==> src/hw/tel_pkg.sv <==
// Purpose: shared constants for the touch event light mapping block
// Assumes: 8 buttons, 2 mapped outputs, axi4-lite byte addressing
// Notes: printed offsets are not word multiples, so they are indices
package tel_pkg;
  localparam int NUM_BTN = 8;
  localparam int NUM_OUT = 2;
  localparam int ADDR_W = 8;
  // register indices, byte address is four times the index
  localparam logic [5:0] IDX_WAKE_LEN = 6'h33;
  localparam logic [5:0] IDX_WAKE_54 = 6'h34;
  localparam logic [5:0] IDX_WAKE_32 = 6'h35;
  localparam logic [5:0] IDX_WAKE_10 = 6'h36;
  localparam logic [5:0] IDX_LIGHT_SEL = 6'h3A;
  localparam logic [5:0] IDX_GRP0_UP = 6'h3B;
  localparam logic [5:0] IDX_GRP0_LO = 6'h3C;
  localparam logic [5:0] IDX_GRP1_UP = 6'h3D;
  localparam logic [5:0] IDX_GRP1_LO = 6'h3E;
  localparam logic [5:0] IDX_AUTO_EN = 6'h3F;
  localparam logic [5:0] IDX_STATUS = 6'h30;
  // reset values
  localparam logic [7:0] RST_SEL = 8'h00;
  localparam logic [7:0] RST_MASK = 8'h00;
  localparam logic [2:0] RST_WAKE_LEN = 3'h0;
  localparam logic [7:0] RST_KEYS = 8'h00;
  localparam logic [1:0] RST_AUTO_EN = 2'h3;
  // selector codes
  localparam logic [3:0] SEL_BTN_MAX = 4'h7;
  localparam logic [3:0] SEL_GRP0 = 4'hC;
  localparam logic [3:0] SEL_GRP1 = 4'hD;
  // wake length codes, then axi response codes and wake states
  localparam logic [2:0] WAKE_ANY = 3'h0;
  localparam logic [2:0] WAKE_MAX = 3'h6;
  localparam logic [2:0] WAKE_NONE = 3'h7;
  localparam logic [1:0] RESP_OKAY = 2'h0;
  localparam logic [1:0] RESP_SLVERR = 2'h2;
  typedef enum logic [1:0] {
    TEL_WK_IDLE = 2'b00,
    TEL_WK_HELD = 2'b01
  } tel_wake_st_t;
endpackage

==> src/hw/tel_map_top.sv <==
// Purpose: maps button touch and release events onto autolight outputs
// Assumes: touch levels from the sensing engine arrive asynchronously
// Notes: registers reached over axi4-lite, word per register
`timescale 1ns/1ps
`default_nettype none
module tel_map_top #(
  parameter int NB = tel_pkg::NUM_BTN,
  parameter int NO = tel_pkg::NUM_OUT
) (
  input wire logic clk_sys_i,
  input wire logic rst_b_i,
  input wire logic [7:0] touch_i,
  input wire logic doze_i,
  output logic [1:0] light_o,
  output logic wake_o,
  input wire logic [7:0] s_axi_awaddr,
  input wire logic s_axi_awvalid,
  output logic s_axi_awready,
  input wire logic [31:0] s_axi_wdata,
  input wire logic [3:0] s_axi_wstrb,
  input wire logic s_axi_wvalid,
  output logic s_axi_wready,
  output logic [1:0] s_axi_bresp,
  output logic s_axi_bvalid,
  input wire logic s_axi_bready,
  input wire logic [7:0] s_axi_araddr,
  input wire logic s_axi_arvalid,
  output logic s_axi_arready,
  output logic [31:0] s_axi_rdata,
  output logic [1:0] s_axi_rresp,
  output logic s_axi_rvalid,
  input wire logic s_axi_rready
);
  logic [7:0] touch_s;
  logic [7:0] touch_d_r;
  logic [7:0] press;
  logic [7:0] rel;
  logic [7:0] light_sel_r;
  logic [7:0] button_group_zero_mask_r;
  logic [7:0] button_group_one_mask_r;
  logic [2:0] wake_len_r;
  logic [23:0] wake_keys_r;
  logic [1:0] auto_en_r;
  logic [2:0] wake_pos;
  logic grp0_press;
  logic grp0_rel;
  logic grp1_press;
  logic grp1_rel;
  logic [7:0] aw_addr_r;
  logic aw_full_r;
  logic [31:0] w_data_r;
  logic [3:0] w_strb_r;
  logic w_full_r;
  logic do_write;
  logic [5:0] w_idx;
  logic w_hit;
  logic [5:0] r_idx;
  logic [31:0] r_val;
  logic r_hit;

  tel_in_sync #(
    .W(NB)
  ) u_sync (
    .clk_sys_i(clk_sys_i),
    .rst_b_i(rst_b_i),
    .d_i(touch_i),
    .q_o(touch_s)
  );

  always_ff @(posedge clk_sys_i or negedge rst_b_i)
  begin
    if (!rst_b_i)
    begin
      touch_d_r <= 8'h00;
    end
    else
    begin
      touch_d_r <= touch_s;
    end
  end
  assign press = touch_s & ~touch_d_r;
  assign rel = ~touch_s & touch_d_r;

  // group events, mask bit n gates button n
  assign grp0_press = |(press & button_group_zero_mask_r);
  assign grp0_rel = |(rel & button_group_zero_mask_r);
  assign grp1_press = |(press & button_group_one_mask_r);
  assign grp1_rel = |(rel & button_group_one_mask_r);

  // every output evaluated in the same cycle so shared events switch together
  genvar g;
  generate
    for (g = 0; g < NO; g++)
    begin : g_out
      logic [3:0] sel;
      logic on_ev;
      logic off_ev;
      assign sel = light_sel_r[g*4 +: 4];
      always_comb
      begin
        on_ev = 1'b0;
        off_ev = 1'b0;
        if (sel <= tel_pkg::SEL_BTN_MAX)
        begin
          on_ev = press[sel[2:0]];
          off_ev = rel[sel[2:0]];
        end
        else if (sel == tel_pkg::SEL_GRP0)
        begin
          on_ev = grp0_press;
          off_ev = grp0_rel;
        end
        else if (sel == tel_pkg::SEL_GRP1)
        begin
          on_ev = grp1_press;
          off_ev = grp1_rel;
        end
        // 0x8..0xB and 0xE, 0xF select nothing
      end
      always_ff @(posedge clk_sys_i or negedge rst_b_i)
      begin
        if (!rst_b_i)
        begin
          light_o[g] <= 1'b0;
        end
        else if (auto_en_r[g])
        begin
          // a press in a group beats a release of another member in the same cycle
          if (on_ev)
          begin
            light_o[g] <= 1'b1;
          end
          else if (off_ev)
          begin
            light_o[g] <= 1'b0;
          end
        end
      end
    end
  endgenerate

  tel_wake_seq #(
    .NB(NB)
  ) u_wake (
    .clk_sys_i(clk_sys_i),
    .rst_b_i(rst_b_i),
    .doze_i(doze_i),
    .len_i(wake_len_r),
    .keys_i(wake_keys_r),
    .touch_i(touch_s),
    .press_i(press),
    .rel_i(rel),
    .pos_o(wake_pos),
    .wake_o(wake_o)
  );

  // axi write: address and data captured independently
  assign s_axi_awready = !aw_full_r && !s_axi_bvalid;
  assign s_axi_wready = !w_full_r && !s_axi_bvalid;
  assign do_write = aw_full_r && w_full_r && !s_axi_bvalid;
  assign w_idx = aw_addr_r[7:2];
  always_ff @(posedge clk_sys_i or negedge rst_b_i)
  begin
    if (!rst_b_i)
    begin
      aw_full_r <= 1'b0;
      w_full_r <= 1'b0;
      aw_addr_r <= 8'h00;
      w_data_r <= 32'h0000_0000;
      w_strb_r <= 4'h0;
      s_axi_bvalid <= 1'b0;
      s_axi_bresp <= tel_pkg::RESP_OKAY;
    end
    else
    begin
      if (s_axi_awvalid && s_axi_awready)
      begin
        aw_full_r <= 1'b1;
        aw_addr_r <= s_axi_awaddr;
      end
      if (s_axi_wvalid && s_axi_wready)
      begin
        w_full_r <= 1'b1;
        w_data_r <= s_axi_wdata;
        w_strb_r <= s_axi_wstrb;
      end
      if (do_write)
      begin
        aw_full_r <= 1'b0;
        w_full_r <= 1'b0;
        s_axi_bvalid <= 1'b1;
        s_axi_bresp <= w_hit ? tel_pkg::RESP_OKAY : tel_pkg::RESP_SLVERR;
      end
      else if (s_axi_bvalid && s_axi_bready)
      begin
        s_axi_bvalid <= 1'b0;
      end
    end
  end

  always_comb
  begin
    case (w_idx)
      tel_pkg::IDX_WAKE_LEN, tel_pkg::IDX_WAKE_54, tel_pkg::IDX_WAKE_32,
      tel_pkg::IDX_WAKE_10, tel_pkg::IDX_LIGHT_SEL, tel_pkg::IDX_GRP0_UP,
      tel_pkg::IDX_GRP0_LO, tel_pkg::IDX_GRP1_UP, tel_pkg::IDX_GRP1_LO,
      tel_pkg::IDX_AUTO_EN, tel_pkg::IDX_STATUS: w_hit = 1'b1;
      default: w_hit = 1'b0;
    endcase
  end

  // register writes, only byte lane 0 carries data
  always_ff @(posedge clk_sys_i or negedge rst_b_i)
  begin
    if (!rst_b_i)
    begin
      light_sel_r <= tel_pkg::RST_SEL;
      button_group_zero_mask_r <= tel_pkg::RST_MASK;
      button_group_one_mask_r <= tel_pkg::RST_MASK;
      wake_len_r <= tel_pkg::RST_WAKE_LEN;
      wake_keys_r <= {3{tel_pkg::RST_KEYS}};
      auto_en_r <= tel_pkg::RST_AUTO_EN;
    end
    else if (do_write && w_strb_r[0])
    begin
      case (w_idx)
        tel_pkg::IDX_WAKE_LEN: wake_len_r <= w_data_r[2:0];
        tel_pkg::IDX_WAKE_54: wake_keys_r[23:16] <= w_data_r[7:0];
        tel_pkg::IDX_WAKE_32: wake_keys_r[15:8] <= w_data_r[7:0];
        tel_pkg::IDX_WAKE_10: wake_keys_r[7:0] <= w_data_r[7:0];
        tel_pkg::IDX_LIGHT_SEL: light_sel_r <= w_data_r[7:0];
        tel_pkg::IDX_GRP0_LO: button_group_zero_mask_r <= w_data_r[7:0];
        tel_pkg::IDX_GRP1_LO: button_group_one_mask_r <= w_data_r[7:0];
        tel_pkg::IDX_AUTO_EN: auto_en_r <= w_data_r[1:0];
        default: ; // upper mask and status writes dropped
      endcase
    end
  end

  // axi read, one cycle to rvalid
  assign s_axi_arready = !s_axi_rvalid;
  assign r_idx = s_axi_araddr[7:2];
  always_comb
  begin
    r_hit = 1'b1;
    r_val = 32'h0000_0000;
    case (r_idx)
      tel_pkg::IDX_WAKE_LEN: r_val = {29'h0, wake_len_r};
      tel_pkg::IDX_WAKE_54: r_val = {24'h0, wake_keys_r[23:16]};
      tel_pkg::IDX_WAKE_32: r_val = {24'h0, wake_keys_r[15:8]};
      tel_pkg::IDX_WAKE_10: r_val = {24'h0, wake_keys_r[7:0]};
      tel_pkg::IDX_LIGHT_SEL: r_val = {24'h0, light_sel_r};
      tel_pkg::IDX_GRP0_UP: r_val = 32'h0000_0000;
      tel_pkg::IDX_GRP0_LO: r_val = {24'h0, button_group_zero_mask_r};
      tel_pkg::IDX_GRP1_UP: r_val = 32'h0000_0000;
      tel_pkg::IDX_GRP1_LO: r_val = {24'h0, button_group_one_mask_r};
      tel_pkg::IDX_AUTO_EN: r_val = {30'h0, auto_en_r};
      tel_pkg::IDX_STATUS: r_val = {16'h0, 3'h0, wake_pos, light_o, touch_s};
      default: r_hit = 1'b0;
    endcase
  end
  always_ff @(posedge clk_sys_i or negedge rst_b_i)
  begin
    if (!rst_b_i)
    begin
      s_axi_rvalid <= 1'b0;
      s_axi_rdata <= 32'h0000_0000;
      s_axi_rresp <= tel_pkg::RESP_OKAY;
    end
    else if (s_axi_arvalid && s_axi_arready)
    begin
      s_axi_rvalid <= 1'b1;
      s_axi_rdata <= r_val;
      s_axi_rresp <= r_hit ? tel_pkg::RESP_OKAY : tel_pkg::RESP_SLVERR;
    end
    else if (s_axi_rvalid && s_axi_rready)
    begin
      s_axi_rvalid <= 1'b0;
    end
  end
endmodule // tel_map_top
`default_nettype wire

==> src/hw/tel_in_sync.sv <==
// Purpose: three-stage synchroniser with agreement filter per bit
// Assumes: inputs come from another domain
// Notes: stage one feeds only stage two
`timescale 1ns/1ps
`default_nettype none
module tel_in_sync #(
  parameter int W = 8
) (
  input wire logic clk_sys_i,
  input wire logic rst_b_i,
  input wire logic [W-1:0] d_i,
  output logic [W-1:0] q_o
);
  logic [W-1:0] s1_r;
  logic [W-1:0] s2_r;
  logic [W-1:0] s3_r;
  always_ff @(posedge clk_sys_i or negedge rst_b_i)
  begin
    if (!rst_b_i)
    begin
      s1_r <= '0;
      s2_r <= '0;
      s3_r <= '0;
      q_o <= '0;
    end
    else
    begin
      s1_r <= d_i;
      s2_r <= s1_r;
      s3_r <= s2_r;
      for (int i = 0; i < W; i++)
      begin
        if (s2_r[i] == s3_r[i])
        begin
          q_o[i] <= s3_r[i];
        end
      end
    end
  end
endmodule // tel_in_sync
`default_nettype wire

==> src/hw/tel_wake_seq.sv <==
// Purpose: doze to active wake-up key sequence matcher
// Assumes: touch level per button, already synchronised
// Notes: wake pulse is one cycle
`timescale 1ns/1ps
`default_nettype none
module tel_wake_seq #(
  parameter int NB = 8
) (
  input wire logic clk_sys_i,
  input wire logic rst_b_i,
  input wire logic doze_i,
  input wire logic [2:0] len_i,
  input wire logic [23:0] keys_i,
  input wire logic [NB-1:0] touch_i,
  input wire logic [NB-1:0] press_i,
  input wire logic [NB-1:0] rel_i,
  output logic [2:0] pos_o,
  output logic wake_o
);
  tel_pkg::tel_wake_st_t st_r;
  logic [3:0] held_r;
  logic [3:0] key_cur;
  logic good_press;
  logic bad_press;
  assign key_cur = keys_i[pos_o*4 +: 4];
  // reserved key codes can never match
  assign good_press = (key_cur <= tel_pkg::SEL_BTN_MAX) && press_i[key_cur[2:0]];
  assign bad_press = (|press_i) && !good_press;
  always_ff @(posedge clk_sys_i or negedge rst_b_i)
  begin
    if (!rst_b_i)
    begin
      st_r <= tel_pkg::TEL_WK_IDLE;
      held_r <= 4'h0;
      pos_o <= 3'h0;
      wake_o <= 1'b0;
    end
    else
    begin
      wake_o <= 1'b0;
      if (!doze_i || len_i == tel_pkg::WAKE_NONE)
      begin
        st_r <= tel_pkg::TEL_WK_IDLE;
        pos_o <= 3'h0;
      end
      else if (len_i == tel_pkg::WAKE_ANY)
      begin
        wake_o <= |(press_i | rel_i);
      end
      else
      begin
        case (st_r)
          tel_pkg::TEL_WK_IDLE:
          begin
            if (good_press)
            begin
              st_r <= tel_pkg::TEL_WK_HELD;
              held_r <= key_cur;
            end
            else if (bad_press)
            begin
              pos_o <= 3'h0;
            end
          end
          tel_pkg::TEL_WK_HELD:
          begin
            // other events ignored until the key is released
            if (rel_i[held_r[2:0]])
            begin
              st_r <= tel_pkg::TEL_WK_IDLE;
              if (pos_o + 3'h1 >= len_i)
              begin
                wake_o <= 1'b1;
                pos_o <= 3'h0;
              end
              else
              begin
                pos_o <= pos_o + 3'h1;
              end
            end
          end
          default:
          begin
            st_r <= tel_pkg::TEL_WK_IDLE;
          end
        endcase
      end
    end
  end
endmodule // tel_wake_seq
`default_nettype wire

==> config.mk <==
export PLATFORM = sky130hd
export DESIGN_NAME = tel_map_top
export DESIGN_NICKNAME = d
export VERILOG_FILES = /design/src/hw/tel_pkg.sv /design/src/hw/tel_map_top.sv /design/src/hw/tel_in_sync.sv /design/src/hw/tel_wake_seq.sv
export SDC_FILE = /design/constraint.sdc
export NUM_CORES = 1
export LEC_CHECK = 0
export BUFFER_PORTS_ARGS = -buffer_cell sky130_fd_sc_hd__buf_2
export CAP_MARGIN = 5
export CORE_ASPECT_RATIO = 2
export CORE_MARGIN = 3
export CORE_UTILIZATION = 52
export DETAILED_ROUTE_END_ITERATION = 8
export PLACE_DENSITY = 0.77
export SYNTH_ARGS = -nofsm -noshare
export SYNTH_HDL_FRONTEND = slang
export SYNTH_SLANG_ARGS = --single-unit
==> constraint.sdc <==
create_clock -name clk_sys_i -period 5.9 [get_ports clk_sys_i]
set_clock_uncertainty 0.2 [all_clocks]
set_input_delay 0.295 -clock clk_sys_i [delete_from_list [all_inputs] [get_ports clk_sys_i]]
set_output_delay 0.295 -clock clk_sys_i [all_outputs]
set_load 0.03 [all_outputs]
==> impl_metrics.toml <==
[layout]
nFillCells = 1016
drive_gt1_share_pct = 29.5
syn2layout_area_growth_pct = 17.0
post-route-util_pct = 62.3
fin_cells = 830
final_nets = 753
diodes = 0

[routing]
wirelength_microns = 18400
wl_per_cell_microns = 22.2
drt.antenna.violating_nets = 0
num_vias = 5117
drc = 0
met3_length_microns = 884
drtIter0Drc = 488
met2_length_microns = 9790
drt-met1-wl_microns = 6330
post_drt_via_cell_ratio = 6.17
drt_pass1_iterations = 6
highest_layer = "met4"

[yosys]
synth_cell_types = 61
synthFlopType = "dfrtp_1"
yosysTopAreaCellShare_pct = 48.8
syn_avg_cell_area_sq_um = 11.9
netlist_area_sq_um = 6920
ys_seq_elements = 137
async_flop_share_pct = 100
ys_seq_area_share_pct = 49.6
syn_inst = 580
synthTopCellsByArea = "dfrtp_1 49%, mux2_2 12%, ha_1 3.6%"
yosysTopAreaCell = "dfrtp_1"
synth.top_cells.by_count = "135 x dfrtp_1, 76 x mux2_2, 30 x nand2_1"
synth-edff-count = 0
ys_warn_count = 0
yosys.cell_count.top_type = "dfrtp_1"

[place]
finalWeightedCongestion = 0.993
io_buffers = 59
pre_cts_ws_ns = 2.97
hpwl_microns = 13300
dp_cells = 770

[clock_network]
cts_root_buf = "clkbuf_16"
cts.sinks = 137
h-tree-depth = 4
numCtsBuffers = 17
cts_resized = 0
clockBufferDepth = 2
insertion_delay_ns = 0.42
clk_pin_slew_worst_paths_ns = 0.06
cts_tree = "yes"

[die]
start_util_pct = 53.3
chipWidth_microns = 87.6
die-height_microns = 169
ioPinCount = 112
die_area_sq_um = 14800
design.core.area_sq_um = 13000
fp-row-count = 59

[worst_setup_path]
crit_arrival_ns = 3.07
max_stage_delay_ns = 0.74
cp.required_ns = 6.01
critPathBufInv = 0
crit_type = "flip-flop to flip-flop"
start_kind = "flip-flop"
critical_path.max_fanout = 11
cp_top_family = "simple AND/OR/NAND/NOR gates"
slowest_stage = "dfrtp_1"
end_kind = "flip-flop"
cp_cell_sequence = "nand2b_2, o22ai_1, nor2_1, nor2_1, a31oi_2, and4_4, mux2_4"
crit_top_cell = "nor2_1"

[outcome]
status = "completed"

[timing]
tns_ns = 0
slew_headroom_pct = 32.6
tightest_slew_ns = 1.00
finalHoldViolCount = 0
post-route-min-period_ns = 2.96
drv_slew = 0
setup_viol = 0
fin_crit_sh_pct = 50.2
grt_setup_unrepaired = "no"
fmax_mhz = 338
worst_slack_ns = 2.94
hold_ws_ns = 0.0155

[global_route]
grt_usage_pct = 26.0
grt_pass1_wl_microns = 28700
grt_overflow = 0
grt_max_degree = 77
grt_antenna_before_repair = 0
grt_pass1_vias = 5299

[pwr]
power_switching_mw = 1.12
p_clk_share_pct = 31.9
p_per_area_nw_per_um2 = 394
combPwrFrac_pct = 22.5
internal_power_mw = 2.07
pwr-share-seq_pct = 45.6
power_leakage_nw = 3.68
swShare_pct = 35.0
max-vdd-ir-drop_mv = 0.291

[min_path]
hold_path_class = "input pin to flip-flop"

[run]
drv_cap = 0
==> power by group through the flow <==
stage	sequential (mW)	clock, mW	combinational [mW]
2_1_floorplan	1.33	0	0.543
3_3_place_gp	1.44	0	0.670
3_5_place_dp	1.46	0	0.696
4_1_cts	1.44	1.03	0.716
5_1_grt	1.47	1.08	0.783
6_report	1.45	1.02	0.719
==> flip-flops by register name, indices dropped and copies added (netlist names), 2 cells and up <==
register	count
auto_en_r	2
aw_addr_r	6
button_group_one_mask_r	8
button_group_zero_mask_r	8
light_o	2
light_sel_r	8
s_axi_rdata	13
touch_d_r	8
u_sync.q_o	8
u_sync.s1_r	8
u_sync.s2_r	8
u_sync.s3_r	8
u_wake.held_r	3
u_wake.pos_o	3
w_data_r	8
wake_keys_r	24
wake_len_r	3
==> what timing repair did <==
item / CTS / global route
hold endpoints to repair: 86 / 0
hold buffers: 28 / 0
buffers inserted: 0 / 0
==> through the flow <==
stage	cell area [sq um]	total power, mW
3_3_place_gp	7240	2.11
2_1_floorplan	6990	1.87
6_report	8100	3.19
4_1_cts	8100	3.19
3_5_place_dp	7240	2.16
5_1_grt	8100	3.33
==> layout make-up <==
class / instances / area, sq um / share of cell area [%]
tap: 152 / 190 / 2.35
sequential: 137 / 3430 / 42.4
timing repair buffer: 90 / 604 / 7.47
clock inverter: 14 / 141 / 1.75
clock buffer: 18 / 429 / 5.30
inverter: 28 / 105 / 1.30
multi-input combinational: 391 / 3190 / 39.5
==> final timing paths <==
check | from | slack [ns] | to | cells past startpoint
max | u_wake.pos_o[1]$_DFFE_PN0P_ | 2.94 | u_wake.held_r[0]$_DFFE_PN0P_ | 7
max in group asynchronous | rst_b_i | 3.93 | s_axi_rdata[9]$_DFFE_PN0P_ | 3
max reg2reg | u_wake.pos_o[1]$_DFFE_PN0P_ | 2.94 | u_wake.held_r[0]$_DFFE_PN0P_ | 7
min in group asynchronous | rst_b_i | 0.21 | w_strb_r[0]$_DFFE_PN0P_ | 2
min reg2reg | u_sync.s1_r[6]$_DFF_PN0_ | 0.15 | u_sync.s2_r[6]$_DFF_PN0_ | 0
min | doze_i | 0.02 | u_wake.st_r[0]$_DFFE_PN0P_ | 3
==> worst min-delay path, delay by kind of cell <==
kind	cells	cell delay [ns]
AOI/OAI and AO/OA	1	0.08
buffers and inverters	1	0.10
and+or+nand+nor	1	0.11
==> routing by layer <==
metal / up-vias / track usage, %
met4: 0 / 17.0
met3: 85 / 5.44
li1: 2263 / -
met1: 2516 / 27.6
met2: 253 / 45.3
met5: - / 0
==> kinds of logic after synthesis <==
group                    synth area share (%)
buffers and inverters                    5.33
XOR/XNOR                                0.253
multiplexers                             19.4
adder cells (fa/ha/maj)                  4.77
flip-flops                               49.6
other                                  0.0542
AND/OR/NAND/NOR                          9.53
AO/OA/AOI/OAI                            11.1
==> placed cells by master, fill, tap and decap left out, types with 3 or more instances in the layout <==
| cell type | instances |
|---|---|
| maj3_1 | 8 |
| nand2_1 | 30 |
| clkinvlp_4 | 3 |
| mux4_2 | 10 |
| buf_4 | 3 |
| nand3_1 | 13 |
| nor2b_1 | 3 |
| or3_1 | 4 |
| nand4_1 | 12 |
| o21ai_0 | 25 |
| nor3b_1 | 4 |
| a21o_1 | 4 |
| conb_1 | 21 |
| buf_2 | 58 |
| ha_1 | 20 |
| dlygate4sd3_1 | 28 |
| a21oi_1 | 16 |
| a22o_1 | 5 |
| mux2_2 | 76 |
| mux2_4 | 3 |
| nor3_1 | 15 |
| mux2i_1 | 19 |
| clkbuf_16 | 17 |
| o22ai_1 | 12 |
| a22oi_1 | 28 |
| inv_1 | 28 |
| nor2_1 | 21 |
| dfrtp_1 | 135 |
| clkinv_4 | 5 |
No activity file was read; power rests on OpenSTA's default activity.
